[config.mk]
export PLATFORM = sky130hd
export DESIGN_NAME = plsp_led_strap
export DESIGN_NICKNAME = d
export VERILOG_FILES = /design/src/hdl/plsp_pkg.sv /design/src/hdl/plsp_ind_if.sv /design/src/hdl/plsp_blink.sv /design/src/hdl/plsp_ind_drv.sv /design/src/hdl/plsp_led_strap.sv
export VERILOG_INCLUDE_DIRS = /design/src /design/src/hdl
export SDC_FILE = /design/constraint.sdc
export NUM_CORES = 1
export LEC_CHECK = 0
export ABC_CLOCK_PERIOD_IN_PS = 2720
export BUFFER_PORTS_ARGS = -buffer_cell sky130_fd_sc_hd__buf_2
export CAP_MARGIN = 30
export CELL_PAD_IN_SITES_DETAIL_PLACEMENT = 0
export CELL_PAD_IN_SITES_GLOBAL_PLACEMENT = 1
export CORE_ASPECT_RATIO = 2
export CORE_UTILIZATION = 34
export CTS_BUF_LIST = sky130_fd_sc_hd__clkbuf_8
export DETAILED_ROUTE_END_ITERATION = 8
export PLACE_DENSITY = 0.79
export SLEW_MARGIN = 10
export SYNTH_ARGS = -nofsm -noshare
export SYNTH_HDL_FRONTEND = slang
export SYNTH_HIERARCHICAL = 1
export SYNTH_SLANG_ARGS = --single-unit
[constraint.sdc]
create_clock -name core_clk -period 2.72 [get_ports core_clk]
set_input_delay 0.272 -clock core_clk [delete_from_list [all_inputs] [get_ports core_clk]]
set_output_delay 0.272 -clock core_clk [all_outputs]
set_load 0.01 [all_outputs]
[src/hdl/plsp_cfg.svh]
`ifndef PLSP_CFG_SVH
`define PLSP_CFG_SVH

// control register 0h and its strap-loaded bits
`define PLSP_CTRL_OFFSET 32'h0000_0000
`define PLSP_CTRL_ANEG_BIT 12
`define PLSP_CTRL_SPEED_BIT 13
// control register 1Eh, indicator-mode field
`define PLSP_IND_OFFSET 32'h0000_0078
`define PLSP_IND_MODE_LSB 14
`define PLSP_IND_MODE_MSB 15
`define PLSP_IND_MODE_RESET 2'h0
// status register for the block's own state
`define PLSP_STAT_OFFSET 32'h0000_0080
// blink half period
`define PLSP_BLINK_HALF_MS 100
`define PLSP_CLK_KHZ 25000
`define PLSP_BLINK_HALF_CYC (`PLSP_BLINK_HALF_MS * `PLSP_CLK_KHZ)

`endif

[src/hdl/plsp_pkg.sv]
package plsp_pkg;
  // indicator-mode codes of the two-bit field
  typedef enum logic [1:0] {
    PLSP_MODE_LINK_ACT = 2'h0,
    PLSP_MODE_LINK = 2'h1,
    PLSP_MODE_RSV2 = 2'h2,
    PLSP_MODE_RSV3 = 2'h3
  } plsp_mode_e;
  // reset sequencing states
  typedef enum logic [2:0] {
    PLSP_ST_STRAP = 3'h1,
    PLSP_ST_LATCH = 3'h2,
    PLSP_ST_RUN = 3'h4
  } plsp_state_e;
endpackage

[src/hdl/plsp_ind_if.sv]
`timescale 1ns/1ps
// carries status and mode from the top to the indicator driver
interface plsp_ind_if;
  logic linkUp;
  logic activity;
  logic tenMegOperation;
  logic blinkPhase;
  logic outEnable;
  plsp_pkg::plsp_mode_e mode;
  logic indicatorA;
  logic indicatorB;
  modport ctrl (
    output linkUp, activity, tenMegOperation, blinkPhase, outEnable, mode,
    input indicatorA, indicatorB
  );
  modport drv (
    input linkUp, activity, tenMegOperation, blinkPhase, outEnable, mode,
    output indicatorA, indicatorB
  );
endinterface

[src/hdl/plsp_blink.sv]
`timescale 1ns/1ps
`include "plsp_cfg.svh"
// free-running divider giving a visible blink phase
module plsp_blink #(
  parameter int unsigned HALF_CYC = `PLSP_BLINK_HALF_CYC
) (
  input wire logic core_clk,
  input wire logic reset,
  output logic phase
);
  logic [31:0] count_q;
  logic phase_q;

  // count to half period, then flip phase
  always_ff @(posedge core_clk) begin
    if (reset) begin
      count_q <= 32'h0;
      phase_q <= 1'b0;
    end else if (count_q >= HALF_CYC - 1) begin
      count_q <= 32'h0;
      phase_q <= ~phase_q;
    end else begin
      count_q <= count_q + 32'h1;
    end
  end

  assign phase = phase_q;
endmodule // plsp_blink

[src/hdl/plsp_ind_drv.sv]
`timescale 1ns/1ps
// maps mode and status onto the two pin levels, registered
module plsp_ind_drv (
  input wire logic core_clk,
  input wire logic reset,
  plsp_ind_if.drv ind
);
  logic aD;
  logic bD;
  logic a_q;
  logic b_q;

  // pin level selection per mode, high means led off
  always_comb begin
    aD = 1'b1;
    bD = 1'b1;
    unique case (ind.mode)
      plsp_pkg::PLSP_MODE_LINK_ACT: begin
        if (!ind.linkUp) aD = 1'b1;
        else if (ind.activity) aD = ind.blinkPhase;
        else aD = 1'b0;
        bD = ind.tenMegOperation;
      end
      plsp_pkg::PLSP_MODE_LINK: begin
        aD = ~ind.linkUp;
        bD = ind.activity ? ind.blinkPhase : 1'b1;
      end
      default: begin
        aD = 1'b1;
        bD = 1'b1;
      end
    endcase
  end

  // registered pins; off while pins are still strap inputs
  always_ff @(posedge core_clk) begin
    if (reset || !ind.outEnable) begin
      a_q <= 1'b1;
      b_q <= 1'b1;
    end else begin
      a_q <= aD;
      b_q <= bD;
    end
  end

  assign ind.indicatorA = a_q;
  assign ind.indicatorB = b_q;
endmodule // plsp_ind_drv

[src/hdl/plsp_led_strap.sv]
// How it works
// during reset, sample indicator_a pin into auto-negotiation enable bit 12 of 0h
// during reset, sample indicator_b pin into speed select bit 13 of 0h
// after reset indicator_a is an output chosen by field 1Eh[15:14]
// mode 00: indicator_a high without link, low with link, blinks on activity
// mode 01: indicator_a shows link only, high no link, low link
// indicator_b follows 1Eh[15:14]; mode 00 drives it high at 10 Mb/s
// mode 01: indicator_b high without activity, blinks with activity
// modes 10 and 11 reserved; pins held high (off)
// pins are pulled-up inputs during reset, outputs afterwards
// blink toggles at a fixed divided-clock rate from a parameter
//
// The placing of the registers and the APB register port were left to the implementer.
`timescale 1ns/1ps
`include "plsp_cfg.svh"
module plsp_led_strap #(
  parameter int unsigned BLINK_HALF_CYC = `PLSP_BLINK_HALF_CYC
) (
  input wire logic core_clk,
  input wire logic reset,
  input wire logic psel,
  input wire logic penable,
  input wire logic pwrite,
  input wire logic [31:0] paddr,
  input wire logic [31:0] pwdata,
  output logic [31:0] prdata,
  output logic pready,
  output logic pslverr,
  input wire logic linkUp,
  input wire logic activity,
  input wire logic tenMegOperation,
  input wire logic indicatorAIn,
  output logic indicatorAOut,
  output logic indicatorAOe,
  output logic indicatorAPullup,
  input wire logic indicatorBIn,
  output logic indicatorBOut,
  output logic indicatorBOe,
  output logic indicatorBPullup,
  output logic autonegEnableStrap,
  output logic speedSelect
);
  plsp_ind_if ind ();
  plsp_pkg::plsp_state_e state_q;
  logic aneg_q;
  logic speed_q;
  logic [1:0] mode_q;
  logic [31:0] rdata_q;
  logic apbWrite;
  logic apbRead;
  logic hitCtrl;
  logic hitInd;
  logic hitStat;
  logic blinkPhase;

  // strap phase while reset is high, one latch cycle, then run
  always_ff @(posedge core_clk) begin
    if (reset) begin
      state_q <= plsp_pkg::PLSP_ST_STRAP;
    end else begin
      unique case (state_q)
        plsp_pkg::PLSP_ST_STRAP: state_q <= plsp_pkg::PLSP_ST_LATCH;
        plsp_pkg::PLSP_ST_LATCH: state_q <= plsp_pkg::PLSP_ST_RUN;
        plsp_pkg::PLSP_ST_RUN: state_q <= plsp_pkg::PLSP_ST_RUN;
      endcase
    end
  end

  // apb decode, zero wait state
  assign apbWrite = psel && penable && pwrite;
  assign apbRead = psel && !pwrite;
  assign hitCtrl = (paddr == `PLSP_CTRL_OFFSET);
  assign hitInd = (paddr == `PLSP_IND_OFFSET);
  assign hitStat = (paddr == `PLSP_STAT_OFFSET);
  assign pready = 1'b1;
  assign pslverr = psel && penable && !(hitCtrl || hitInd || hitStat);

  // strap capture while pins are inputs; software may rewrite later
  always_ff @(posedge core_clk) begin
    if (state_q == plsp_pkg::PLSP_ST_STRAP) begin
      aneg_q <= indicatorAIn;
      speed_q <= indicatorBIn;
    end else if (apbWrite && hitCtrl) begin
      aneg_q <= pwdata[`PLSP_CTRL_ANEG_BIT];
      speed_q <= pwdata[`PLSP_CTRL_SPEED_BIT];
    end
  end

  // indicator-mode field
  always_ff @(posedge core_clk) begin
    if (reset) begin
      mode_q <= `PLSP_IND_MODE_RESET;
    end else if (apbWrite && hitInd) begin
      mode_q <= pwdata[`PLSP_IND_MODE_MSB:`PLSP_IND_MODE_LSB];
    end
  end

  // read data captured in setup cycle, held for the access cycle
  always_ff @(posedge core_clk) begin
    if (reset) begin
      rdata_q <= 32'h0;
    end else if (apbRead && !penable) begin
      rdata_q <= 32'h0;
      if (hitCtrl) begin
        rdata_q[`PLSP_CTRL_ANEG_BIT] <= aneg_q;
        rdata_q[`PLSP_CTRL_SPEED_BIT] <= speed_q;
      end else if (hitInd) begin
        rdata_q[`PLSP_IND_MODE_MSB:`PLSP_IND_MODE_LSB] <= mode_q;
      end else if (hitStat) begin
        rdata_q <= {26'h0, indicatorBOut, indicatorAOut, indicatorAOe,
                    tenMegOperation, activity, linkUp};
      end
    end
  end

  assign prdata = rdata_q;

  // hand status and mode to the pin driver
  assign ind.linkUp = linkUp;
  assign ind.activity = activity;
  assign ind.tenMegOperation = tenMegOperation;
  assign ind.blinkPhase = blinkPhase;
  assign ind.mode = plsp_pkg::plsp_mode_e'(mode_q);
  assign ind.outEnable = (state_q == plsp_pkg::PLSP_ST_RUN);

  plsp_blink #(
    .HALF_CYC(BLINK_HALF_CYC)
  ) u_blink (
    .core_clk(core_clk),
    .reset(reset),
    .phase(blinkPhase)
  );

  plsp_ind_drv u_drv (
    .core_clk(core_clk),
    .reset(reset),
    .ind(ind.drv)
  );

  // pins are pulled-up inputs until run, then driven outputs
  assign indicatorAOe = (state_q == plsp_pkg::PLSP_ST_RUN);
  assign indicatorBOe = (state_q == plsp_pkg::PLSP_ST_RUN);
  assign indicatorAPullup = !indicatorAOe;
  assign indicatorBPullup = !indicatorBOe;
  assign indicatorAOut = ind.indicatorA;
  assign indicatorBOut = ind.indicatorB;
  assign autonegEnableStrap = aneg_q;
  assign speedSelect = speed_q;
endmodule // plsp_led_strap

==> flow_summary.json, run 1 <==
{
  "period_minus_slack_ns": 2.089,
  "grt_pass1_wl_mm": 7.631,
  "dieArea_sq_mm": 0.007211,
  "cts_tree": "built",
  "post-cts-setup-buffers": 0,
  "whs_path_depth": 2,
  "synth-async-reset-ratio_pct": 0,
  "p_total_mw": 1.326,
  "crit_required_ns": 2.92,
  "yosysUniqueCellTypes": 43,
  "avgSynthCellArea_sq_um": 9.213,
  "finish.instance_area_sq_mm": 0.002739,
  "fin_skew_ns": 0.007092,
  "p_leak_nw": 1.119,
  "crit_path_start_kind": "flop",
  "core_sq_mm": 0.006621,
  "fin_crit_sh_pct": 76.79,
  "grt_pass1_vias": 1856,
  "synth_area_leaders": "dfxtp_1, buf_4, nor2_1",
  "yosys.area.top_type_share_pct": 42.94,
  "cts_resized": 0,
  "num_rows": 42,
  "layout.nets": 399,
  "first_pass_iters": 5,
  "worst_pin_slew_ns": 0.6690,
  "syn_to_final_growth_pct": 17.50,
  "synth_top_cells_by_count": "dfxtp_1, nor2_1, buf_4",
  "hold_class": "input port to flop",
  "clk_pin_slew_worst_paths_ns": 0.10,
  "gp_congestion": 0.7633,
  "setup-tns-final_ns": 0,
  "drt-initial-drc-count": 61,
  "synth_flop_cell": "dfxtp_1",
  "power_density_mw_per_mm2": 484.1,
  "avgViaCountPerCell": 4.673,
  "cts.sinks": 52,
  "hpwl_mm": 3.813,
  "setup_viol": 0,
  "cp-end-kind": "flop",
  "die_h_microns": 119.1,
  "clockRootBuffer": "clkbuf_8",
  "yosysSeqAreaShare_pct": 45.52,
  "antenna_cells": 0,
  "die_w_microns": 60.55,
  "overflow": 0,
  "insertion_delay_ns": 0.31,
  "max_freq_mhz": 478.8,
  "path_class": "flop to flop",
  "hold_violations": 0,
  "start_util_pct": 35.20,
  "synth-edff-count": 2,
  "num_vias": 1930,
  "place_area_sq_mm": 0.002645,
  "grt_usage_pct": 14.01,
  "cts_max_path_buffers": 2,
  "drive_gt1_share_pct": 24.00,
  "antenna_found_initial": 0,
  "place_ws_ns": 0.6280,
  "numPortBuffers": 64,
  "synth_area_sq_mm": 0.002331,
  "rsz0062_at_grt": "no",
  "pin_count": 116,
  "fin_ws_ns": 0.6313,
  "grt_max_degree": 23,
  "max-vdd-ir-drop_mv": 0.1810,
  "wl_mm": 4.713,
  "synth.most_common_cell": "dfxtp_1",
  "cts_hold_buf": 0,
  "wire_per_inst_microns": 11.41,
  "ys_ff_latch": 52,
  "final_util_pct": 41.36,
  "yosys.area.top_type": "dfxtp_1",
  "yosys_warnings": 6,
  "reg2reg_depth": 5,
  "cts_max_level": 2,
  "relSlewSlack_pct": 54.99,
  "maxCapViolations": 0,
  "cp.arrival_ns": 2.29,
  "ant_nets": 0,
  "status": "completed",
  "drc": 0,
  "synthCells": 253,
  "cts_buffers": 5,
  "worstPathMaxFanout": 22,
  "drv_slew": 0
}
[stage by stage]
stage	hold slack, ns	cells
after floorplan	0.2997	283
after global routing	0.1639	413
after detailed placement	0.4511	405
after global placement	0.4355	405
final	0.1653	413
after CTS	0.1531	413
[worst max-delay path, cell delays in order, from the launching register on]
cell and delay, ns:
dfxtp_1 0.37, or4_1 0.51, or4_1 0.51, a21oi_2 0.20
or4_4 0.30, nor2_1 0.08
[where the power goes]
part	switching, mW	internal (mW)
logic	0.0491	0.0394
clock network	0.262	0.188
registers	0.00681	0.781
[cell families after synthesis]
logic type	Yosys count	share of synthesized area, %
buffers and inverters	37	10.95
multiplexers	4	1.825
flip-flops	52	45.52
adder cells (fa/ha/maj)	1	0.5367
AO/OA/AOI/OAI	22	6.978
AND/OR/NAND/NOR	114	26.19
XOR/XNOR	20	7.515
other	3	0.4831
[area by class of cell]
type | instances | area [sq um]
fillers | 690 | 3882
multi-input cells | 194 | 1127
flip-flops and latches | 52 | 1061
repair buffers | 64 | 320.3
well taps | 88 | 110.1
clock buffers | 5 | 68.82
inverters | 7 | 26.28
clock inverters | 3 | 25.02
[layer usage]
layer  routed length, microns  global-route usage [%]  share of wire (%)  vias up
li1                         -                       -                  -      967
met1                     1637                   12.25                 35      881
met2                     2685                   27.27                 57       71
met3                      256                   3.040                5.4       11
met4                      133                   6.960                2.8        0
met5                        0                       0                  0        -
[sequential cells by signal (all words and copies together), names as in the netlist, 2 cells and up]
| signal | count |
|---|---|
| prdata | 10 |
| u_blink/count_q | 32 |
| ind.mode | 2 |
| state_q | 3 |
[layout by cell type (no fill, tap or decap), types with 2 or more instances in the layout]
cell type,n
a21oi_1,4
a22o_1,6
and2_1,3
and3_1,6
and4_1,4
buf_2,64
clkbuf_8,5
conb_1,33
dfxtp_1,50
edfxtp_1,2
inv_1,7
inv_6,2
mux2_2,2
mux2i_1,2
nand2_1,16
nand2b_1,2
nand3_1,9
nand4_1,12
nor2_1,36
nor3_1,3
nor3b_1,3
nor4_1,10
o211ai_1,2
o21ai_0,2
or4_1,3
xnor2_1,7
xor2_1,13
[final timing paths]
kind	startpoint	to	slack (ns)
max reg2reg	u_blink/count_q[12]	u_blink/count_q[8]	0.63
min	linkUp	u_drv/ind.indicatorA	0.17
min reg2reg	u_drv/ind.indicatorB	prdata[5]	0.47
max	u_blink/count_q[12]	u_blink/count_q[8]	0.63
Note: power is estimated with default switching activity, not from simulation.
==> run 2: changes to the inputs <==
--- a/config.mk
+++ b/config.mk
@@ -6,7 +6,8 @@
 export SDC_FILE = /design/constraint.sdc
 export NUM_CORES = 1
 export LEC_CHECK = 0
-export ABC_CLOCK_PERIOD_IN_PS = 2720
+export ABC_AREA = 1
+export ABC_CLOCK_PERIOD_IN_PS = 2000
 export BUFFER_PORTS_ARGS = -buffer_cell sky130_fd_sc_hd__buf_2
 export CAP_MARGIN = 30
 export CELL_PAD_IN_SITES_DETAIL_PLACEMENT = 0
==> constraint.sdc (replaced) <==
create_clock -name core_clk -period 2 [get_ports core_clk]
set_input_delay 0.2 -clock core_clk [delete_from_list [all_inputs] [get_ports core_clk]]
set_output_delay 0.2 -clock core_clk [all_outputs]
set_load 0.01 [all_outputs]
==> flow_summary.json, run 2 <==
{
  "layout.nets": 518,
  "synth.most_common_cell": "nand2_1",
  "worstPathMaxFanout": 22,
  "cts_tree": "built",
  "drt-initial-drc-count": 63,
  "avgViaCountPerCell": 4.428,
  "insertion_delay_ns": 0.31,
  "fin_ws_ns": 0.3433,
  "synth_area_leaders": "dfxtp_1, nand2_1, nor2_1",
  "drive_gt1_share_pct": 24.55,
  "final_util_pct": 41.24,
  "overflow": 0,
  "drv_slew": 0,
  "grt_usage_pct": 14.04,
  "max_stage_delay_ns": 0.41,
  "synth-async-reset-ratio_pct": 0,
  "whs_path_depth": 2,
  "antenna_cells": 0,
  "max_freq_mhz": 603.6,
  "path_cells": "ha_1 -> nand2_2 -> nor2_4 -> nand3_1 -> nand2_1 -> nand2_1 -> nand2_1 -> nand2_2 -> nand3_4 -> nor2_2",
  "fillers": 840,
  "start_util_pct": 35.69,
  "gp_congestion": 0.8038,
  "path_class": "flop to flop",
  "num_vias": 2382,
  "place_area_sq_mm": 0.003047,
  "drc": 0,
  "r2r-start": "u_blink/count_q[0]",
  "clk_pin_slew_worst_paths_ns": 0.09,
  "num_rows": 45,
  "grt_max_degree": 23,
  "synth-edff-count": 2,
  "syn_to_final_growth_pct": 15.57,
  "top_register": "u_blink/count_q",
  "cp_common_cell": "nand2_1",
  "rsz0062_at_grt": "no",
  "holdPathEnd": "u_drv/ind.indicatorA",
  "maxCapViolations": 0,
  "core_sq_mm": 0.007657,
  "antenna_found_initial": 0,
  "setup_viol": 0,
  "cp.arrival_ns": 1.86,
  "yosysUniqueCellTypes": 32,
  "grt_pass1_vias": 2199,
  "hp-start": "linkUp",
  "die_h_microns": 128.8,
  "first_pass_iters": 4,
  "grt_pass1_wl_mm": 9.025,
  "yosys.area.top_type": "dfxtp_1",
  "synth_flop_cell": "dfxtp_1",
  "period_minus_slack_ns": 1.657,
  "final_common_cell": "nand2_1",
  "hold_violations": 0,
  "place_ws_ns": 0.3215,
  "dieArea_sq_mm": 0.008421,
  "clockRootBuffer": "clkbuf_8",
  "place_inst": 530,
  "layout_common_cells": "nand2_1, nor2_1, buf_2",
  "stdcell_count": 538,
  "cts_max_path_buffers": 2,
  "reg2reg_depth": 10,
  "wl_mm": 5.622,
  "synth_top_cells_by_count": "nand2_1, nor2_1, dfxtp_1",
  "fin_skew_ns": 0.005336,
  "ant_nets": 0,
  "finish.instance_area_sq_mm": 0.003158,
  "synthCells": 372,
  "status": "completed",
  "hpwl_mm": 4.549,
  "crit_path_top_delay_cell": "dfxtp_1",
  "wire_per_inst_microns": 10.45,
  "largest_reg_flops": 32,
  "yosysSeqAreaShare_pct": 38.83,
  "cp-end-kind": "flop",
  "post-cts-setup-buffers": 0,
  "die_w_microns": 65.39,
  "p_total_mw": 1.941,
  "hold_class": "input port to flop",
  "power_density_mw_per_mm2": 614.7,
  "numPortBuffers": 64,
  "crit_required_ns": 2.20,
  "cts_hold_buf": 0,
  "p_leak_nw": 1.356,
  "yosys_warnings": 6,
  "hold_slack_ns": 0.08342,
  "fin_crit_sh_pct": 82.83,
  "yosys.area.top_type_share_pct": 36.63,
  "setup-tns-final_ns": 0,
  "r2r_end": "u_blink/count_q[17]",
  "cts_max_level": 2,
  "avgSynthCellArea_sq_um": 7.346,
  "pin_count": 116,
  "cts_buffers": 5,
  "cts_resized": 0,
  "crit_path_start_kind": "flop",
  "synth_area_sq_mm": 0.002733,
  "ys_ff_latch": 52,
  "max-vdd-ir-drop_mv": 0.3052,
  "cts.sinks": 52,
  "ff2ff_setup_slack_ns": 0.34
}
-- run 2: kinds of logic after synthesis --
logic type | after synthesis | share of synthesized area, %
muxes | 2 | 0.8241
and+or+nand+nor | 205 | 35.58
buffers and inverters | 68 | 13.96
DFF | 52 | 38.83
xor gates and xnor gates | 14 | 4.487
adders and majority gates | 1 | 0.4578
AOI/OAI and AO/OA | 27 | 5.449
other | 3 | 0.4121
-- run 2: layout make-up --
| type | count | area, sq um | share of cell area, % |
|---|---|---|---|
| multi-input combinational | 282 | 1403 | 44.41 |
| sequential | 52 | 1061 | 33.60 |
| timing repair buffer | 64 | 320.3 | 10.14 |
| inverter | 38 | 145.1 | 4.596 |
| tap | 94 | 117.6 | 3.724 |
| clock buffer | 5 | 68.82 | 2.179 |
| clock inverter | 3 | 42.54 | 1.347 |
-- run 2: how the worst max path moves through the flow --
stage	startpoint	to	slack (ns)
3_5_place_dp	u_blink/count_q[0]	u_blink/count_q[19]	0.32
2_1_floorplan	u_blink/count_q[0]	u_blink/count_q[12]	0.56
6_report	u_blink/count_q[0]	u_blink/count_q[17]	0.34
4_1_cts	u_blink/count_q[0]	u_blink/count_q[17]	0.30
3_3_place_gp	u_blink/count_q[0]	u_blink/count_q[10]	0.35
5_1_grt	u_blink/count_q[0]	u_blink/count_q[6]	0.15
-- run 2: power breakdown --
part	total, mW	internal [mW]	switching, mW	leakage [nW]
clock network	0.722	0.371	0.351	0.0558
registers	1.07	1.06	0.00871	0.427
logic	0.146	0.0602	0.0862	0.873
-- run 2: per-layer routing --
metal | vias up | share of wire, % | track usage, %
li1 | 1240 | - | -
met1 | 1063 | 33 | 11.49
met2 | 70 | 58 | 28.68
met3 | 9 | 5.7 | 3.103
met4 | 0 | 3.1 | 7.801
met5 | - | 0 | 0
-- run 2: worst max-delay path: cells and delay by family, from the launching register on --
kind	cells	cell delay (ns)
simple gates	9	0.89
flops	1	0.41
fa+ha+maj	1	0.22
==> run 3: changes to the inputs <==
--- a/config.mk
+++ b/config.mk
@@ -6,8 +6,8 @@
 export SDC_FILE = /design/constraint.sdc
 export NUM_CORES = 1
 export LEC_CHECK = 0
-export ABC_AREA = 1
-export ABC_CLOCK_PERIOD_IN_PS = 2000
+export ABC_AREA = 0
+export ABC_CLOCK_PERIOD_IN_PS = 1550
 export BUFFER_PORTS_ARGS = -buffer_cell sky130_fd_sc_hd__buf_2
 export CAP_MARGIN = 30
 export CELL_PAD_IN_SITES_DETAIL_PLACEMENT = 0
==> constraint.sdc (replaced) <==
create_clock -name core_clk -period 1.55 [get_ports core_clk]
set_input_delay 0.155 -clock core_clk [delete_from_list [all_inputs] [get_ports core_clk]]
set_output_delay 0.155 -clock core_clk [all_outputs]
set_load 0.01 [all_outputs]
==> flow_summary.json, run 3 (same netlist as run 1, synthesis figures left out) <==
{
  "status": "complete, but fails checks",
  "violations": "negative setup slack",
  "cts_max_level": 2,
  "final_common_cell": "buf_2",
  "final_util_pct": 46.79,
  "die_h_microns": 119.1,
  "clockRootBuffer": "clkbuf_8",
  "p_sw_mw": 0.5590,
  "cp_common_cell": "or4_4",
  "gp_congestion": 0.7439,
  "hold_class": "input port to flop",
  "intPower_mw": 1.776,
  "num_rows": 42,
  "max_freq_mhz": 520.1,
  "first_pass_iters": 4,
  "wl_mm": 5.618,
  "p_total_mw": 2.335,
  "path_class": "flop to flop",
  "crit_required_ns": 1.75,
  "antenna_cells": 0,
  "grt_max_degree": 19,
  "cts.sinks": 52,
  "drc": 0,
  "maxCapViolations": 0,
  "fin_ws_ns": -0.3727,
  "cts_buffers": 5,
  "p_leak_nw": 1.316,
  "setup_viol": 23,
  "power_density_mw_per_mm2": 753.7,
  "drt-initial-drc-count": 90,
  "cts_tree": "built",
  "overflow": 0,
  "fin_skew_ns": 0.005286,
  "grt_usage_pct": 15.34,
  "pin_count": 116,
  "path_delay_family": "simple AND/OR/NAND/NOR gates",
  "grt_pass1_wl_mm": 8.424,
  "top_register": "u_blink/count_q",
  "cp-end-kind": "flop",
  "hold_violations": 0,
  "rsz0062_at_grt": "yes",
  "num_vias": 2083,
  "wire_per_inst_microns": 12.43,
  "max_stage_delay_ns": 0.50,
  "crit_path_top_delay_cell": "or4_1",
  "drv_slew": 0,
  "fillers": 675,
  "fin_crit_sh_pct": 124.0,
  "grt_pass1_vias": 1983,
  "max-vdd-ir-drop_mv": 0.3488,
  "clk_pin_slew_worst_paths_ns": 0.10,
  "hpwl_mm": 4.123,
  "path_cells": "or4_1 -> or4_4 -> a21oi_4 -> or4_4 -> nor2_2",
  "pwr-share-clk_pct": 33.7,
  "die_w_microns": 60.55,
  "ant_nets": 0,
  "largest_reg_flops": 32,
  "core_sq_mm": 0.006621,
  "avgViaCountPerCell": 4.608,
  "start_util_pct": 35.20,
  "cts_max_path_buffers": 2,
  "numPortBuffers": 64,
  "cp.arrival_ns": 2.12,
  "insertion_delay_ns": 0.30,
  "dieArea_sq_mm": 0.007211,
  "worst-path-buf-inv": 0,
  "layout_common_cells": "buf_2, dfxtp_1, buf_4",
  "swShare_pct": 23.94,
  "antenna_found_initial": 0,
  "p_seq_share_pct": 59.2,
  "layout.nets": 438,
  "period_minus_slack_ns": 1.923,
  "hold_slack_ns": 0.06657,
  "syn_to_final_growth_pct": 32.90,
  "drive_gt1_share_pct": 36.81,
  "crit_path_start_kind": "flop",
  "worstPathMaxFanout": 6,
  "comb_power_share_pct": 7.0
}
-- run 3: cell count changes in the layout (fill, tap and decap cells not counted), sizes merged, moves of 11 or more --
cell	previous run	this run
nand3	20	9
a21oi	20	5
buf	64	100
nor2	82	36
nor4	0	11
inv	38	9
nand2	85	16
-- run 3: worst reg2reg max path, delay by kind of cell (launching register included) --
kind	cells	cell delay, ns
AO/OA/AOI/OAI	1	0.25
flip-flops	1	0.33
AND/OR/NAND/NOR	4	1.25
-- run 3: cell type report --
cell class / instances / area (sq um) / share of cell area (%)
flip-flops and latches: 52 / 1064 / 34.33
repair buffers: 100 / 594.3 / 19.18
inverters: 7 / 26.28 / 0.8481
clock inverters: 3 / 25.02 / 0.8078
clock buffers: 5 / 68.82 / 2.221
well taps: 88 / 110.1 / 3.554
multi-input cells: 197 / 1210 / 39.05
-- run 3: path summary, 6_finish.rpt --
check / start / to / slack [ns] / cells past startpoint
setup / recovery: u_blink/count_q[6] / u_blink/count_q[3] / -0.37 / 5
hold / removal: linkUp / u_drv/ind.indicatorA / 0.07 / 2
setup reg to reg: u_blink/count_q[6] / u_blink/count_q[3] / -0.37 / 5
hold reg to reg: prdata[12] / prdata[12] / 0.47 / 2
-- run 3: per-stage QoR --
stage	setup WS, ns	TNS, ns	std cells	area, sq um
final	-0.3727	-8.245	452	3098
after detailed placement	-0.3615	-7.478	440	2910
after CTS	-0.3380	-7.466	449	3022
after global routing	-0.4213	-9.174	452	3098
after floorplan	-0.2662	-5.715	283	2446
after global placement	-0.3261	-7.025	440	2910
-- run 3: power by group through the flow --
stage	Combinational [mW]	Clock, mW	Sequential, mW
final	0.164	0.788	1.38
after global routing	0.185	0.871	1.39
after CTS	0.163	0.825	1.38
after detailed placement	0.161	0	1.41
after global placement	0.159	0	1.41
after floorplan	0.118	0	1.41
-- run 3: repair_timing --
item | 4_1_cts | 5_1_grt
gates cloned | 1 | 2
hold endpoints to repair | 0 | 0
resized for setup | 2 | 17
setup endpoints to repair | 23 | 24
pin swaps | 1 | 4
hold buffers | 0 | 0
buffers inserted | 0 | 1
-- run 3: layer usage --
layer / part of all wire (%) / GRT usage [%] / vias up / routed length, microns
met3: 3.9 / 2.063 / 6 / 217
met2: 59 / 31.80 / 65 / 3315
li1: - / - / 1054 / -
met4: 1.4 / 5.398 / 0 / 77
met1: 36 / 13.34 / 958 / 2007
met5: 0 / 0 / - / 0
